==> config.mk <==
export PLATFORM = sky130hd
export DESIGN_NAME = srlc_rx_lane_config_regs
export DESIGN_NICKNAME = d
export VERILOG_FILES = /design/src/rtl/srlc_rx_lane_config_regs.v
export VERILOG_INCLUDE_DIRS = /design/src /design/src/inc
export SDC_FILE = /design/constraint.sdc
export NUM_CORES = 1
export LEC_CHECK = 0
export CAP_MARGIN = 15
export CORE_ASPECT_RATIO = 0.75
export CORE_MARGIN = 2
export CORE_UTILIZATION = 55
export DETAILED_ROUTE_END_ITERATION = 10
export DONT_BUFFER_PORTS = 1
export GPL_ROUTABILITY_DRIVEN = 0
export MAX_ROUTING_LAYER = met4
export PLACE_DENSITY = 0.75
export SLEW_MARGIN = 20
export SYNTH_ARGS = -nofsm -noshare
export SYNTH_HDL_FRONTEND = slang
export SYNTH_SLANG_ARGS = --single-unit
==> constraint.sdc <==
create_clock -name clk_sys -period 3 [get_ports clk_sys]
set_input_delay 0.3 -clock clk_sys [delete_from_list [all_inputs] [get_ports clk_sys]]
set_output_delay 0.3 -clock clk_sys [all_outputs]
set_load 0.02 [all_outputs]
==> src/inc/srlc_regs.vh <==
// register map and field layout of the receive lane configuration bank
// assumes inclusion by the single design module of this bank
`ifndef SRLC_REGS_VH
`define SRLC_REGS_VH

// byte addresses of the lane registers
`define SRLC_LANE0_OFFSET 12'h100
`define SRLC_LANE1_OFFSET 12'h104
`define SRLC_ADDR_W 12
`define SRLC_LANE_STRIDE 12'h004

// field positions
`define SRLC_RSVD_HI_MSB 31
`define SRLC_RSVD_HI_LSB 26
`define SRLC_RSVD_WR_MSB 25
`define SRLC_RSVD_WR_LSB 24
`define SRLC_RSVD_MID_BIT 23
`define SRLC_EQ_MSB 22
`define SRLC_EQ_LSB 19
`define SRLC_LOOP_MSB 18
`define SRLC_LOOP_LSB 16
`define SRLC_LOSS_MSB 15
`define SRLC_LOSS_LSB 14
`define SRLC_LOW_MSB 13
`define SRLC_LOW_LSB 0

// writable bits: 25..24, 22..14 and the low fields 13..0 stored as written
`define SRLC_WR_MASK 32'h037fffff

// reset value of every lane register
`define SRLC_RESET_VAL 32'h00000000

// signal loss detect codes
`define SRLC_LOSS_OFF 2'h0
`define SRLC_LOSS_HIGH 2'h1
`define SRLC_LOSS_LOW 2'h2
`define SRLC_LOSS_RSVD 2'h3

// recovery loop codes
`define SRLC_LOOP_FIRST 3'h0
`define SRLC_LOOP_FIRST_FAST 3'h4

// bus answers
`define SRLC_ERR_READ 32'h00000000
`define SRLC_RESP_OK 2'h0
`define SRLC_RESP_SLVERR 2'h2

`endif

==> src/rtl/srlc_rx_lane_config_regs.v <==
// receive lane configuration bank: one register per port, fields driven to the analog receivers
// assumes an avalon-mm master on clk_sys with word-aligned byte addresses
//
// The Avalon-MM register port was decided locally.
`timescale 1ns/1ps
`default_nettype none
`include "srlc_regs.vh"

// Behaviour
// - each port has its own configuration register, port 0 at 0x100 and port 1 at 0x104, steering only that port.
// - bits 31 to 26 read back as zero whatever is written.
// - bit 23 reads back as zero.
// - bits 22 to 19 are a four-bit equalizer setting taking any code.
// - recovery loop code 000 picks the first-order loop with narrow phase tracking.
// - codes 001, 010 and 011 pick second-order loops from most precise to fastest lock.
// - code 100 picks a first-order fast-lock loop with wide tracking during a training pattern.
// - codes 101, 110 and 111 are fast-lock versions of 001, 010 and 011.
// - signal loss detect code 00 disables loss of signal detection.
// - signal loss code 01 is the high threshold, 10 the low one, and 11 is reserved and not to be written.
module srlc_rx_lane_config_regs #(
   parameter NUM_LANES = 2
) (
   input wire clk_sys,
   input wire reset,
   input wire [`SRLC_ADDR_W-1:0] avs_address,
   input wire avs_read,
   input wire avs_write,
   input wire [31:0] avs_writedata,
   input wire [3:0] avs_byteenable,
   output reg [31:0] avs_readdata,
   output wire avs_waitrequest,
   output reg [1:0] avs_response,
   output wire [NUM_LANES*4-1:0] equalizer_setting,
   output wire [NUM_LANES*3-1:0] recovery_loop_select,
   output wire [NUM_LANES*2-1:0] signal_loss_detect_select,
   output wire [NUM_LANES-1:0] signal_loss_detect_enable,
   output wire [NUM_LANES-1:0] recovery_loop_first_order,
   output wire [NUM_LANES-1:0] recovery_loop_fast_lock,
   output wire [NUM_LANES*14-1:0] rx_lane_low_fields
);

   // one wait cycle per access: request taken on the second edge, readdata valid there
   reg ack_q;
   wire req = avs_read | avs_write;
   assign avs_waitrequest = req & ~ack_q;

   reg [31:0] lane_q [0:NUM_LANES-1];
   wire [31:0] be_mask = {{8{avs_byteenable[3]}}, {8{avs_byteenable[2]}},
                          {8{avs_byteenable[1]}}, {8{avs_byteenable[0]}}};

   // decode: lane n at lane0 offset + 4n; lanes beyond 1 follow the same stride
   reg hit;
   reg [31:0] rd_mux;
   integer k;
   always @* begin
      hit = 1'b0;
      rd_mux = `SRLC_ERR_READ;
      for (k = 0; k < NUM_LANES; k = k + 1) begin
         if (avs_address == (`SRLC_LANE0_OFFSET + k[`SRLC_ADDR_W-1:0] * `SRLC_LANE_STRIDE)) begin
            hit = 1'b1;
            rd_mux = lane_q[k] & `SRLC_WR_MASK;
         end
      end
   end

   always @(posedge clk_sys) begin
      if (reset) begin
         ack_q <= 1'b0;
         avs_readdata <= `SRLC_ERR_READ;
         avs_response <= `SRLC_RESP_OK;
      end else begin
         ack_q <= req & ~ack_q;
         if (req & ~ack_q) begin
            avs_readdata <= avs_read ? rd_mux : `SRLC_ERR_READ;
            avs_response <= hit ? `SRLC_RESP_OK : `SRLC_RESP_SLVERR;
         end
      end
   end

   genvar g;
   generate
      for (g = 0; g < NUM_LANES; g = g + 1) begin : g_lane
         localparam [`SRLC_ADDR_W-1:0] LANE_ADDR = `SRLC_LANE0_OFFSET + g * `SRLC_LANE_STRIDE;
         wire sel = (avs_address == LANE_ADDR);
         wire [2:0] loop_code = lane_q[g][`SRLC_LOOP_MSB:`SRLC_LOOP_LSB];
         wire [1:0] loss_code = lane_q[g][`SRLC_LOSS_MSB:`SRLC_LOSS_LSB];
         always @(posedge clk_sys) begin
            if (reset) begin
               lane_q[g] <= `SRLC_RESET_VAL;
            end else if (avs_write & ack_q & sel) begin
               // write lands only at the edge where waitrequest is seen low
               // read-only bits never store; bits 25..24 store as written, software keeps them zero
               lane_q[g] <= (lane_q[g] & ~(be_mask & `SRLC_WR_MASK)) |
                            (avs_writedata & be_mask & `SRLC_WR_MASK);
            end
         end
         assign equalizer_setting[g*4 +: 4] = lane_q[g][`SRLC_EQ_MSB:`SRLC_EQ_LSB];
         assign recovery_loop_select[g*3 +: 3] = loop_code;
         // codes 000 and 100 are first order, msb set marks fast lock
         assign recovery_loop_first_order[g] =
            (loop_code == `SRLC_LOOP_FIRST) | (loop_code == `SRLC_LOOP_FIRST_FAST);
         assign recovery_loop_fast_lock[g] = loop_code[2];
         assign signal_loss_detect_select[g*2 +: 2] = loss_code;
         // reserved code 11 is treated as disabled so a bad write cannot arm detection
         assign signal_loss_detect_enable[g] =
            (loss_code == `SRLC_LOSS_HIGH) | (loss_code == `SRLC_LOSS_LOW);
         assign rx_lane_low_fields[g*14 +: 14] = lane_q[g][`SRLC_LOW_MSB:`SRLC_LOW_LSB];
      end
   endgenerate

endmodule // srlc_rx_lane_config_regs
`default_nettype wire

Word level (Yosys, flattened, before mapping)
Memories as Yosys holds them, arrays and structs flattened.
Cells that the tools add are included.
- flip-flop bits (word level): 35
- RAM bits: 64
- bits of input ports: 52
- output and inout port bits: 87
- word-level logic and storage cells: 48
- memories kept: 1
- equality and inequality tests: 8
- mux-type cells: 16
- bitwise gates (word level): 18
- reductions and logical operators: 2
- memory list (name ; words ; bits a word ; read ports ; clocked after Yosys merged registers in ; wr ports ; RTL line ; source):
    lane_q ; 2 ; 32 ; 2 ; 0 ; 2 ; srlc_rx_lane_config_regs.v:47 ; reg [31:0] lane_q [0:NUM_LANES-1];
- operator list (operator ; count):
    $mux W32 ; 3
    $and A32 B32 Y32 ; 2
    $or A32 B26 Y32 ; 2
    $mux W26 ; 2
    $not A26 Y32 ; 1
    $and A26 B26 Y26 ; 1
    $eq A12 B9 Y1 const B ; 2
    $mux W1 ; 10
    $or A1 B1 Y1 ; 7
    $eq A3 B3 Y1 const B ; 2
    $logic_not A3 Y1 ; 2
    $and A1 B1 Y1 ; 4
    $eq A2 B1 Y1 const B ; 2
    $eq A2 B2 Y1 const B ; 2
    $mux W2 ; 1
    $not A1 Y1 ; 1

Logic depth before layout (Yosys ltp)
Gate-level depths: netlist of run 1.
- word-level depth: 6
- depth in mapped cells: 5
- gate-level depth less buffers: 3

Worst setup path after synthesis of run 1
Ideal clock, no wire load.
- path type: input-to-reg
- start: input port avs_address[2]
- end: memory lane_q[1][0] (enable)
- setup time: 0.383 ns
- arrival: 1.493 ns
- data required time: 2.617 ns
- path slack: 1.125 ns
- stages: 3
- buffers on the path: 2
- cell sequence: buf_2 > buf_2 > a41o_1
- RTL lines (what ; RTL line ; source):
    from (decl) ; srlc_rx_lane_config_regs.v:25 ; input wire [`SRLC_ADDR_W-1:0] avs_address,
    to (decl) ; srlc_rx_lane_config_regs.v:47 ;

==> run_results.csv, run 1 <==
group,metric,value,unit
grt,wire_length_of_the_first_global_routing_pass,12300,µm
floorplan,die_area,0.00775,mm²
final_layout,area_growth,-2.32,%
critical_path,criticalPathCategory,"reg2out",
final_layout,sequential_cell_area,0.00204,mm²
critical_path,critical_path.n_buffers_inverters,0,
critical_path,timing.critical_path.to_type,"output port",
pwr,power.static_leakage,0.00137,µW
sta,grt_setup_unrepaired,"no",
logic_synthesis,yosysUniqueCellTypes,27,
sta,final.period_utilization,54.7,%
placement,dp_hpwl,5050,µm
sta,clock_skew,0.0132,ns
cts,postCtsSetupBuffers,0,
pwr,ir_drop,0.000306,V
cts,clock_path_buffers,2,
sta,hold_viol_final,0,
final_layout,nets,354,
critical_path,timing.critical_path.cells,"xor2_1",
critical_path,arrival,1.34,ns
sta,min_period,1.64,ns
grt,grt_antenna_before_repair,0,
sta,finalSetupTns,0,ns
cts,cts.root.buffer_cell,"sky130_fd_sc_hd__clkbuf_8",
logic_synthesis,synthesis.instances,350,
cts,clock_pin_slew_on_the_worst_setup_and_hold_paths,0.09,ns
sta,maxClockFrequency,0.609,GHz
cts,clock_latency,0.34,ns
worst_hold_path,cell_count_of_the_worst_hold_path,2,
final_layout,final_core_util,55.5,%
grt,number_of_global_route_vias_before_repair,2341,
logic_synthesis,postSynthAreaPerCell,11.1,µm²
logic_synthesis,synth_compound_gate_area_share,12.9,%
routing,vias_per_cell,6.03,
logic_synthesis,proportion_of_synthesized_chip_area_in_sequential_cells,52.6,%
final_layout,n_antenna_cell,0,
routing,wl_per_cell,20.2,µm
floorplan,core_area,0.00683,mm²
logic_synthesis,synth_mux_area_share,6.45,%
cts,tritoncts.num_buffers,9,
final_layout,post_route_cells_drive_above_1_share,8.79,%
sta,finalSetupViolCount,0,
logic_synthesis,yosys_warnings,0,
routing,firstDrtPassIters,4,
pwr,power.density,574,mW/mm²
logic_synthesis,synth_simple_gate_area_share,14.6,%
critical_path,timing.critical_path.slowest_stage_cell,"sky130_fd_sc_hd__edfxtp_1",
critical_path,crit_path_max_incr_delay,0.56,ns
final_layout,n_fill_cell,601,
logic_synthesis,dominant_combinational_cell_family_by_area_after_synthesis,"simple AND/OR/NAND/NOR gates",
critical_path,r2r_slack,1.58,ns
critical_path,worstReg2RegEnd,"lane_q[1][7]",
worst_hold_path,worst_hold_path_type,"in2reg",
cts,ctsResizeCount,0,
final_layout,postLayoutCellArea,0.00379,mm²
cts,h-tree-depth,3,
floorplan,initial_core_util,56.8,%
floorplan,die_y,76.7,µm
pwr,post_layout_total_power,2170,µW
floorplan,num_io_pins,139,
placement,post-place-cells,374,
routing,drcViolationCount,0,
job,cap_viol_max_count,0,
floorplan,rows,26,
sta,slew_viol_final,0,
worst_hold_path,timing.hold.worst_endpoint,"avs_readdata[9]",
grt,globalRouteTotalUtil,21.5,%
critical_path,worst_ep_required_time,2.70,ns
cts,tritoncts,"done",
grt,grt_start_max_net_pins,30,
status,status,"finished clean",
logic_synthesis,synth_fa_ha_area_share,0,%
routing,dr_total_vias,2359,
placement,post_dp_cell_area,0.00356,mm²
critical_path,r2r-start,"ack_q",
logic_synthesis,synth.ff_latch_count,77,
final_layout,post_layout_nonfiller_instances,391,
critical_path,crit_path_start_kind,"register",
worst_hold_path,worstHoldStart,"avs_address[2]",
routing,postRouteAntennaNets,0,
cts,clock_sinks,77,
placement,io_buffers,0,
logic_synthesis,syn-cell-area,0.00388,mm²
critical_path,worstRegToRegCells,3,
final_layout,multi_input_area,0.00137,mm²
routing,iteration_0_drc_count_of_the_detailed_router,93,
critical_path,critical_path.top_delay_family,"flip-flops",
critical_path,worstPathMaxFanout,4,
floorplan,die_w,101,µm
routing,wire_length_reported_by_the_detailed_router,7910,µm
grt,grt_overflow,0,
logic_synthesis,synth-xor-area-share,0.452,%
-- final cells by class --
cell class,count,share of cell area (%)
Clock inverter,5,2.25
Inverter,1,0.0991
Multi-Input combinational cell,206,36.1
Tap cell,84,2.77
Timing Repair Buffer,7,1.45
Clock buffer,11,3.47
Sequential cell,77,53.9
-- worst max path at each step --
stage | start | end | slack, ns | depth (start not counted)
floorplan | avs_address[2] | lane_q[1][0] | 1.12 | 3
global placement | avs_address[1] | lane_q[1][24] | 1.28 | 4
detailed placement | avs_address[1] | lane_q[1][24] | 1.27 | 4
CTS | lane_q[1][14] | signal_loss_detect_enable[1] | 1.34 | 1
global route | lane_q[0][15] | signal_loss_detect_enable[0] | 1.28 | 1
finish | lane_q[1][14] | signal_loss_detect_enable[1] | 1.36 | 1
-- cells in the mapped netlist --
library cell	number	area [µm²]
sky130_fd_sc_hd__nand2_1	25	93.8
sky130_fd_sc_hd__inv_1	1	3.75
sky130_fd_sc_hd__o2bb2ai_1	25	219
sky130_fd_sc_hd__a41o_1	2	20.0
sky130_fd_sc_hd__nor4b_1	1	8.76
sky130_fd_sc_hd__nand4_2	3	37.5
sky130_fd_sc_hd__and4_1	1	8.76
sky130_fd_sc_hd__buf_4	56	420
sky130_fd_sc_hd__nor2_1	4	15.0
sky130_fd_sc_hd__a21oi_1	50	250
sky130_fd_sc_hd__nor2b_1	1	6.26
sky130_fd_sc_hd__nor3b_1	1	7.51
sky130_fd_sc_hd__dfxtp_1	27	541
sky130_fd_sc_hd__conb_1	1	3.75
sky130_fd_sc_hd__nor4_4	1	21.3
sky130_fd_sc_hd__nor3_1	2	10.0
sky130_fd_sc_hd__nor4b_4	1	23.8
sky130_fd_sc_hd__buf_2	9	45.0
sky130_fd_sc_hd__clkbuf_1	8	30.0
sky130_fd_sc_hd__edfxtp_1	50	1500
sky130_fd_sc_hd__mux2i_1	25	250
sky130_fd_sc_hd__xor2_1	2	17.5
sky130_fd_sc_hd__o21ba_2	1	10.0
sky130_fd_sc_hd__nor4_1	1	6.26
sky130_fd_sc_hd__and3b_1	1	8.76
sky130_fd_sc_hd__nand2b_1	50	313
sky130_fd_sc_hd__and3_1	1	6.26
-- metal layers --
metal,vias up,GRT usage (%),part of all wire [%]
met4,0,5.00,1.1
met5,-,-,0
met3,7,7.29,7.1
met1,1159,28.0,44
met2,102,32.8,47
li1,1091,-,-
-- kinds of logic (layout without fill, tap and decap cells) --
family / Yosys count / after routing
muxes: 25 / 25
xor gates and xnor gates: 2 / 2
and+or+nand+nor: 93 / 93
DFF: 77 / 77
buffers and inverters: 74 / 24
other: 1 / 8
AOI/OAI and AO/OA: 78 / 78
-- registers in the layout, indices dropped and copies added, names as in the netlist --
signal        count
lane_q           50
ack_q             1
avs_readdata     25
avs_response      1
-- placed cells by master, fill, tap and decap left out, drive strengths merged --
cell type / n
bufinv: 2
and3b: 1
nor3b: 1
nor2: 4
clkinv: 2
mux2i: 25
a21oi: 50
clkbuf: 11
nand2: 25
clkinvlp: 1
nor4b: 2
nand2b: 50
xor2: 2
dfxtp: 27
conb: 8
and4: 1
a41o: 2
dlygate4sd3: 1
nor3: 2
inv: 1
o2bb2ai: 25
nand4: 3
nor2b: 1
edfxtp: 50
buf: 6
nor4: 2
and3: 1
o21ba: 1
-- timing repair --
action,in CTS,in global routing
endpoints found under the hold margin,0,2
endpoints found under the setup margin,0,0
hold buffers,0,1
-- through the flow --
step                      hold WS [ns]  worst slack (ns)
after CTS                     0.000850              1.34
after global placement           0.374              1.28
after global routing             0.128              1.28
after floorplan                  0.372              1.12
final                            0.142              1.36
after detailed placement         0.378              1.27
-- power breakdown --
| group | leakage (µW) | total (µW) | switching, µW | internal [µW] |
|---|---|---|---|---|
| Clock | 0.000104 | 854 | 382 | 472 |
| Combinational | 0.000536 | 112 | 65.8 | 45.8 |
| Sequential | 0.000733 | 1210 | 56.1 | 1150 |
(Power assumes the default switching activity.)
==> run 2: changes to the inputs <==
--- a/config.mk
+++ b/config.mk
@@ -6,6 +6,7 @@
 export SDC_FILE = /design/constraint.sdc
 export NUM_CORES = 1
 export LEC_CHECK = 0
+export ABC_AREA = 1
 export CAP_MARGIN = 15
 export CORE_ASPECT_RATIO = 0.75
 export CORE_MARGIN = 2
@@ -14,7 +15,7 @@
 export DONT_BUFFER_PORTS = 1
 export GPL_ROUTABILITY_DRIVEN = 0
 export MAX_ROUTING_LAYER = met4
-export PLACE_DENSITY = 0.75
+export PLACE_DENSITY = 0.78
 export SLEW_MARGIN = 20
 export SYNTH_ARGS = -nofsm -noshare
 export SYNTH_HDL_FRONTEND = slang
==> constraint.sdc (replaced) <==
create_clock -name clk_sys -period 1.4 [get_ports clk_sys]
set_input_delay 0.14 -clock clk_sys [delete_from_list [all_inputs] [get_ports clk_sys]]
set_output_delay 0.14 -clock clk_sys [all_outputs]
set_load 0.02 [all_outputs]
==> run 2 against run 1 <==
Against the previous run:
- the flow now finishes with violations (setup timing)
- clock skew fell by 0.0066 ns
- clock-buffer cell count fell by 1
- core utilization rose by 1.9 points
- critical path depth did not move
- hold slack got worse by 0.084 ns
- cell count rose by 45%
- largest cell class unchanged
- largest power group unchanged
==> run_results.csv, run 2 <==
group,metric,value,unit
critical_path,worstPathMaxFanout,4,
critical_path,timing.critical_path.to_type,"output port",
pwr,power.static_leakage,0.00179,µW
critical_path,critical_path.top_delay_family,"flip-flops",
logic_synthesis,synth.ff_latch_count,77,
final_layout,registers.top_by_ff_count,"lane_q",
routing,wire_length_reported_by_the_detailed_router,9380,µm
cts,postCtsSetupBuffers,0,
floorplan,core_area,0.00740,mm²
cts,clock_path_buffers,2,
final_layout,max_ffs_per_register,50,
logic_synthesis,proportion_of_synthesized_chip_area_in_sequential_cells,48.2,%
routing,postRouteAntennaNets,0,
placement,io_buffers,0,
sta,finalSetupTns,-0.00506,ns
sta,min_period,1.41,ns
grt,wire_length_of_the_first_global_routing_pass,14900,µm
critical_path,critical_path_origin,"lane_q[0][14]",
logic_synthesis,postSynth.topFlopCell,"sky130_fd_sc_hd__edfxtp_1",
critical_path,cp.depth,1,
sta,clock_skew,0.00655,ns
final_layout,most_common_cell_after_layout_fill_and_taps_aside,"sky130_fd_sc_hd__nand2_1",
routing,drcViolationCount,0,
logic_synthesis,synth_top_cells_by_area,"sky130_fd_sc_hd__edfxtp_1 35%, sky130_fd_sc_hd__dfxtp_1 13%, sky130_fd_sc_hd__buf_4 11%",
status,status,"finished, violations left",
cts,h-tree-depth,3,
logic_synthesis,yosysUniqueCellTypes,25,
final_layout,n_antenna_cell,0,
final_layout,post_route_cells_drive_above_1_share,15.8,%
final_layout,nets,514,
logic_synthesis,synth.most_common_cell,"sky130_fd_sc_hd__nand2_1",
critical_path,timing.critical_path.cells,"xor2_2",
logic_synthesis,number_of_enable_type_register_cells_in_the_synthesized_netlist,50,
sta,grt_setup_unrepaired,"yes",
routing,vias_per_cell,5.39,
sta,final.period_utilization,100,%
critical_path,critical_path.n_buffers_inverters,0,
sta,slew_viol_final,0,
grt,grt_start_max_net_pins,27,
routing,dr_total_vias,3063,
sta,hold_viol_final,0,
critical_path,worstRegToRegCells,5,
sta,finalSetupViolCount,1,
critical_path,criticalPathCategory,"reg2out",
floorplan,die_w,105,µm
logic_synthesis,synthesis.instances,503,
cts,clock_latency,0.35,ns
logic_synthesis,synth_top_cell_by_area,"sky130_fd_sc_hd__edfxtp_1",
logic_synthesis,synth_commonest_cells,"102 x sky130_fd_sc_hd__nand2_1, 63 x sky130_fd_sc_hd__buf_4, 62 x sky130_fd_sc_hd__nor2_1",
cts,tritoncts.num_buffers,9,
final_layout,highest_count_cells_in_the_layout_ignoring_fill_and_taps,"100 x sky130_fd_sc_hd__nand2_1, 60 x sky130_fd_sc_hd__nor2_1, 57 x sky130_fd_sc_hd__a21oi_1",
sta,final.setup.worst_slack,-0.00506,ns
grt,number_of_global_route_vias_before_repair,2909,
sta,hold_ws,0.0577,ns
sta,maxClockFrequency,0.712,GHz
floorplan,die_y,80.0,µm
critical_path,timing.critical_path.slowest_stage_cell,"sky130_fd_sc_hd__edfxtp_1",
floorplan,num_io_pins,139,
floorplan,rows,27,
critical_path,crit_path_max_incr_delay,0.56,ns
critical_path,arrival,1.27,ns
logic_synthesis,yosys_warnings,0,
logic_synthesis,postSynthAreaPerCell,8.42,µm²
grt,globalRouteTotalUtil,23.7,%
critical_path,crit_path_start_kind,"register",
floorplan,die_area,0.00842,mm²
worst_hold_path,worst_hold_path_type,"in2reg",
critical_path,crit_end,"signal_loss_detect_enable[0]",
status,violations,"setup timing",
cts,clock_sinks,77,
cts,clock_pin_slew_on_the_worst_setup_and_hold_paths,0.08,ns
logic_synthesis,async_reset_ff_share,0,%
final_layout,area_growth,0.207,%
final_layout,n_fill_cell,659,
routing,firstDrtPassIters,4,
placement,dp_hpwl,6710,µm
critical_path,r2r_slack,0.13,ns
grt,grt_overflow,0,
cts,tritoncts,"done",
routing,iteration_0_drc_count_of_the_detailed_router,188,
logic_synthesis,synth_top_area_share,35.5,%
critical_path,r2r-start,"ack_q",
routing,wl_per_cell,16.5,µm
job,cap_viol_max_count,0,
final_layout,reg.largest.list,"lane_q (50), avs_readdata (25)",
pwr,ir_drop,0.000491,V
floorplan,initial_core_util,57.2,%
cts,cts.root.buffer_cell,"sky130_fd_sc_hd__clkbuf_8",
critical_path,worstReg2RegEnd,"lane_q[1][16]",
critical_path,worst_ep_required_time,1.26,ns
grt,grt_antenna_before_repair,0,
logic_synthesis,syn-cell-area,0.00423,mm²
pwr,power.density,1040,mW/mm²
[run 2: cell count changes in the layout (fill, tap and decap cells not counted), sizes merged, moves of 25 or more]
cell / delta
nand2: +79
nor2: +64
nand3: +51
nand2b: -50
inv: +38
mux2i: -25
o2bb2ai: -25
[run 2: worst min-delay path by stage]
stage           from  slack [ns]                to  cells past startpoint
2_1_floorplan  reset        0.38  avs_readdata[13]                      2
3_3_place_gp   reset        0.21   avs_readdata[3]                      1
3_5_place_dp   reset        0.21   avs_readdata[1]                      1
4_1_cts        reset        0.04  avs_readdata[12]                      2
5_1_grt        reset        0.05   avs_readdata[1]                      2
6_report       reset        0.06  avs_readdata[12]                      2
[run 2: metrics by stage]
stage / std cells / setup slack [ns] / power (µW) / util (%) / cell area (µm²)
2_1_floorplan: 510 / -0.113 / 2970 / - / 4270
3_3_place_gp: 551 / 0.0941 / 2970 / 54.5 / 4040
3_5_place_dp: 551 / 0.0576 / 2980 / 54.5 / 4040
4_1_cts: 568 / -0.0202 / 4460 / 57.3 / 4240
5_1_grt: 568 / -0.0569 / 4600 / 57.3 / 4240
6_report: 568 / -0.00506 / 4410 / 57.3 / 4240
[run 2: cells by family after synthesis]
logic type	Yosys count	synth area share, %
AOI/OAI and AO/OA	77	10.7
other	1	0.0886
and+or+nand+nor	225	23.6
buffers and inverters	121	17.0
xor gates and xnor gates	2	0.414
DFF	77	48.2
[run 2: layout make-up]
cell class | count | area (µm²) | area share [%]
Inverter | 39 | 149 | 3.51
Clock buffer | 10 | 128 | 3.01
Timing Repair Buffer | 23 | 235 | 5.54
Clock inverter | 6 | 40.0 | 0.944
Tap cell | 101 | 126 | 2.98
Multi-Input combinational cell | 312 | 1520 | 35.9
Sequential cell | 77 | 2040 | 48.1
[run 2: per-layer routing]
metal | part of all wire (%) | wire (µm) | up-vias | GRT usage [%]
met1 | 41 | 3870 | 1442 | 28.0
met4 | 0.31 | 29 | 0 | 5.20
met2 | 48 | 4470 | 129 | 37.7
met3 | 11 | 1010 | 2 | 10.7
li1 | - | - | 1490 | -
met5 | 0 | 0 | - | -
[run 2: report_power, final]
part	leakage (µW)	total, µW	internal, µW	switching (µW)
combinational	0.000978	370	113	257
clock	0.0000743	1460	636	820
sequential	0.000733	2590	2470	120
[run 2: what timing repair did]
action	in CTS	in global routing
hold buffers	1	0
setup endpoints to repair	4	44
pin swaps	1	0
endpoints found under the hold margin	26	0
resized for setup	4	1
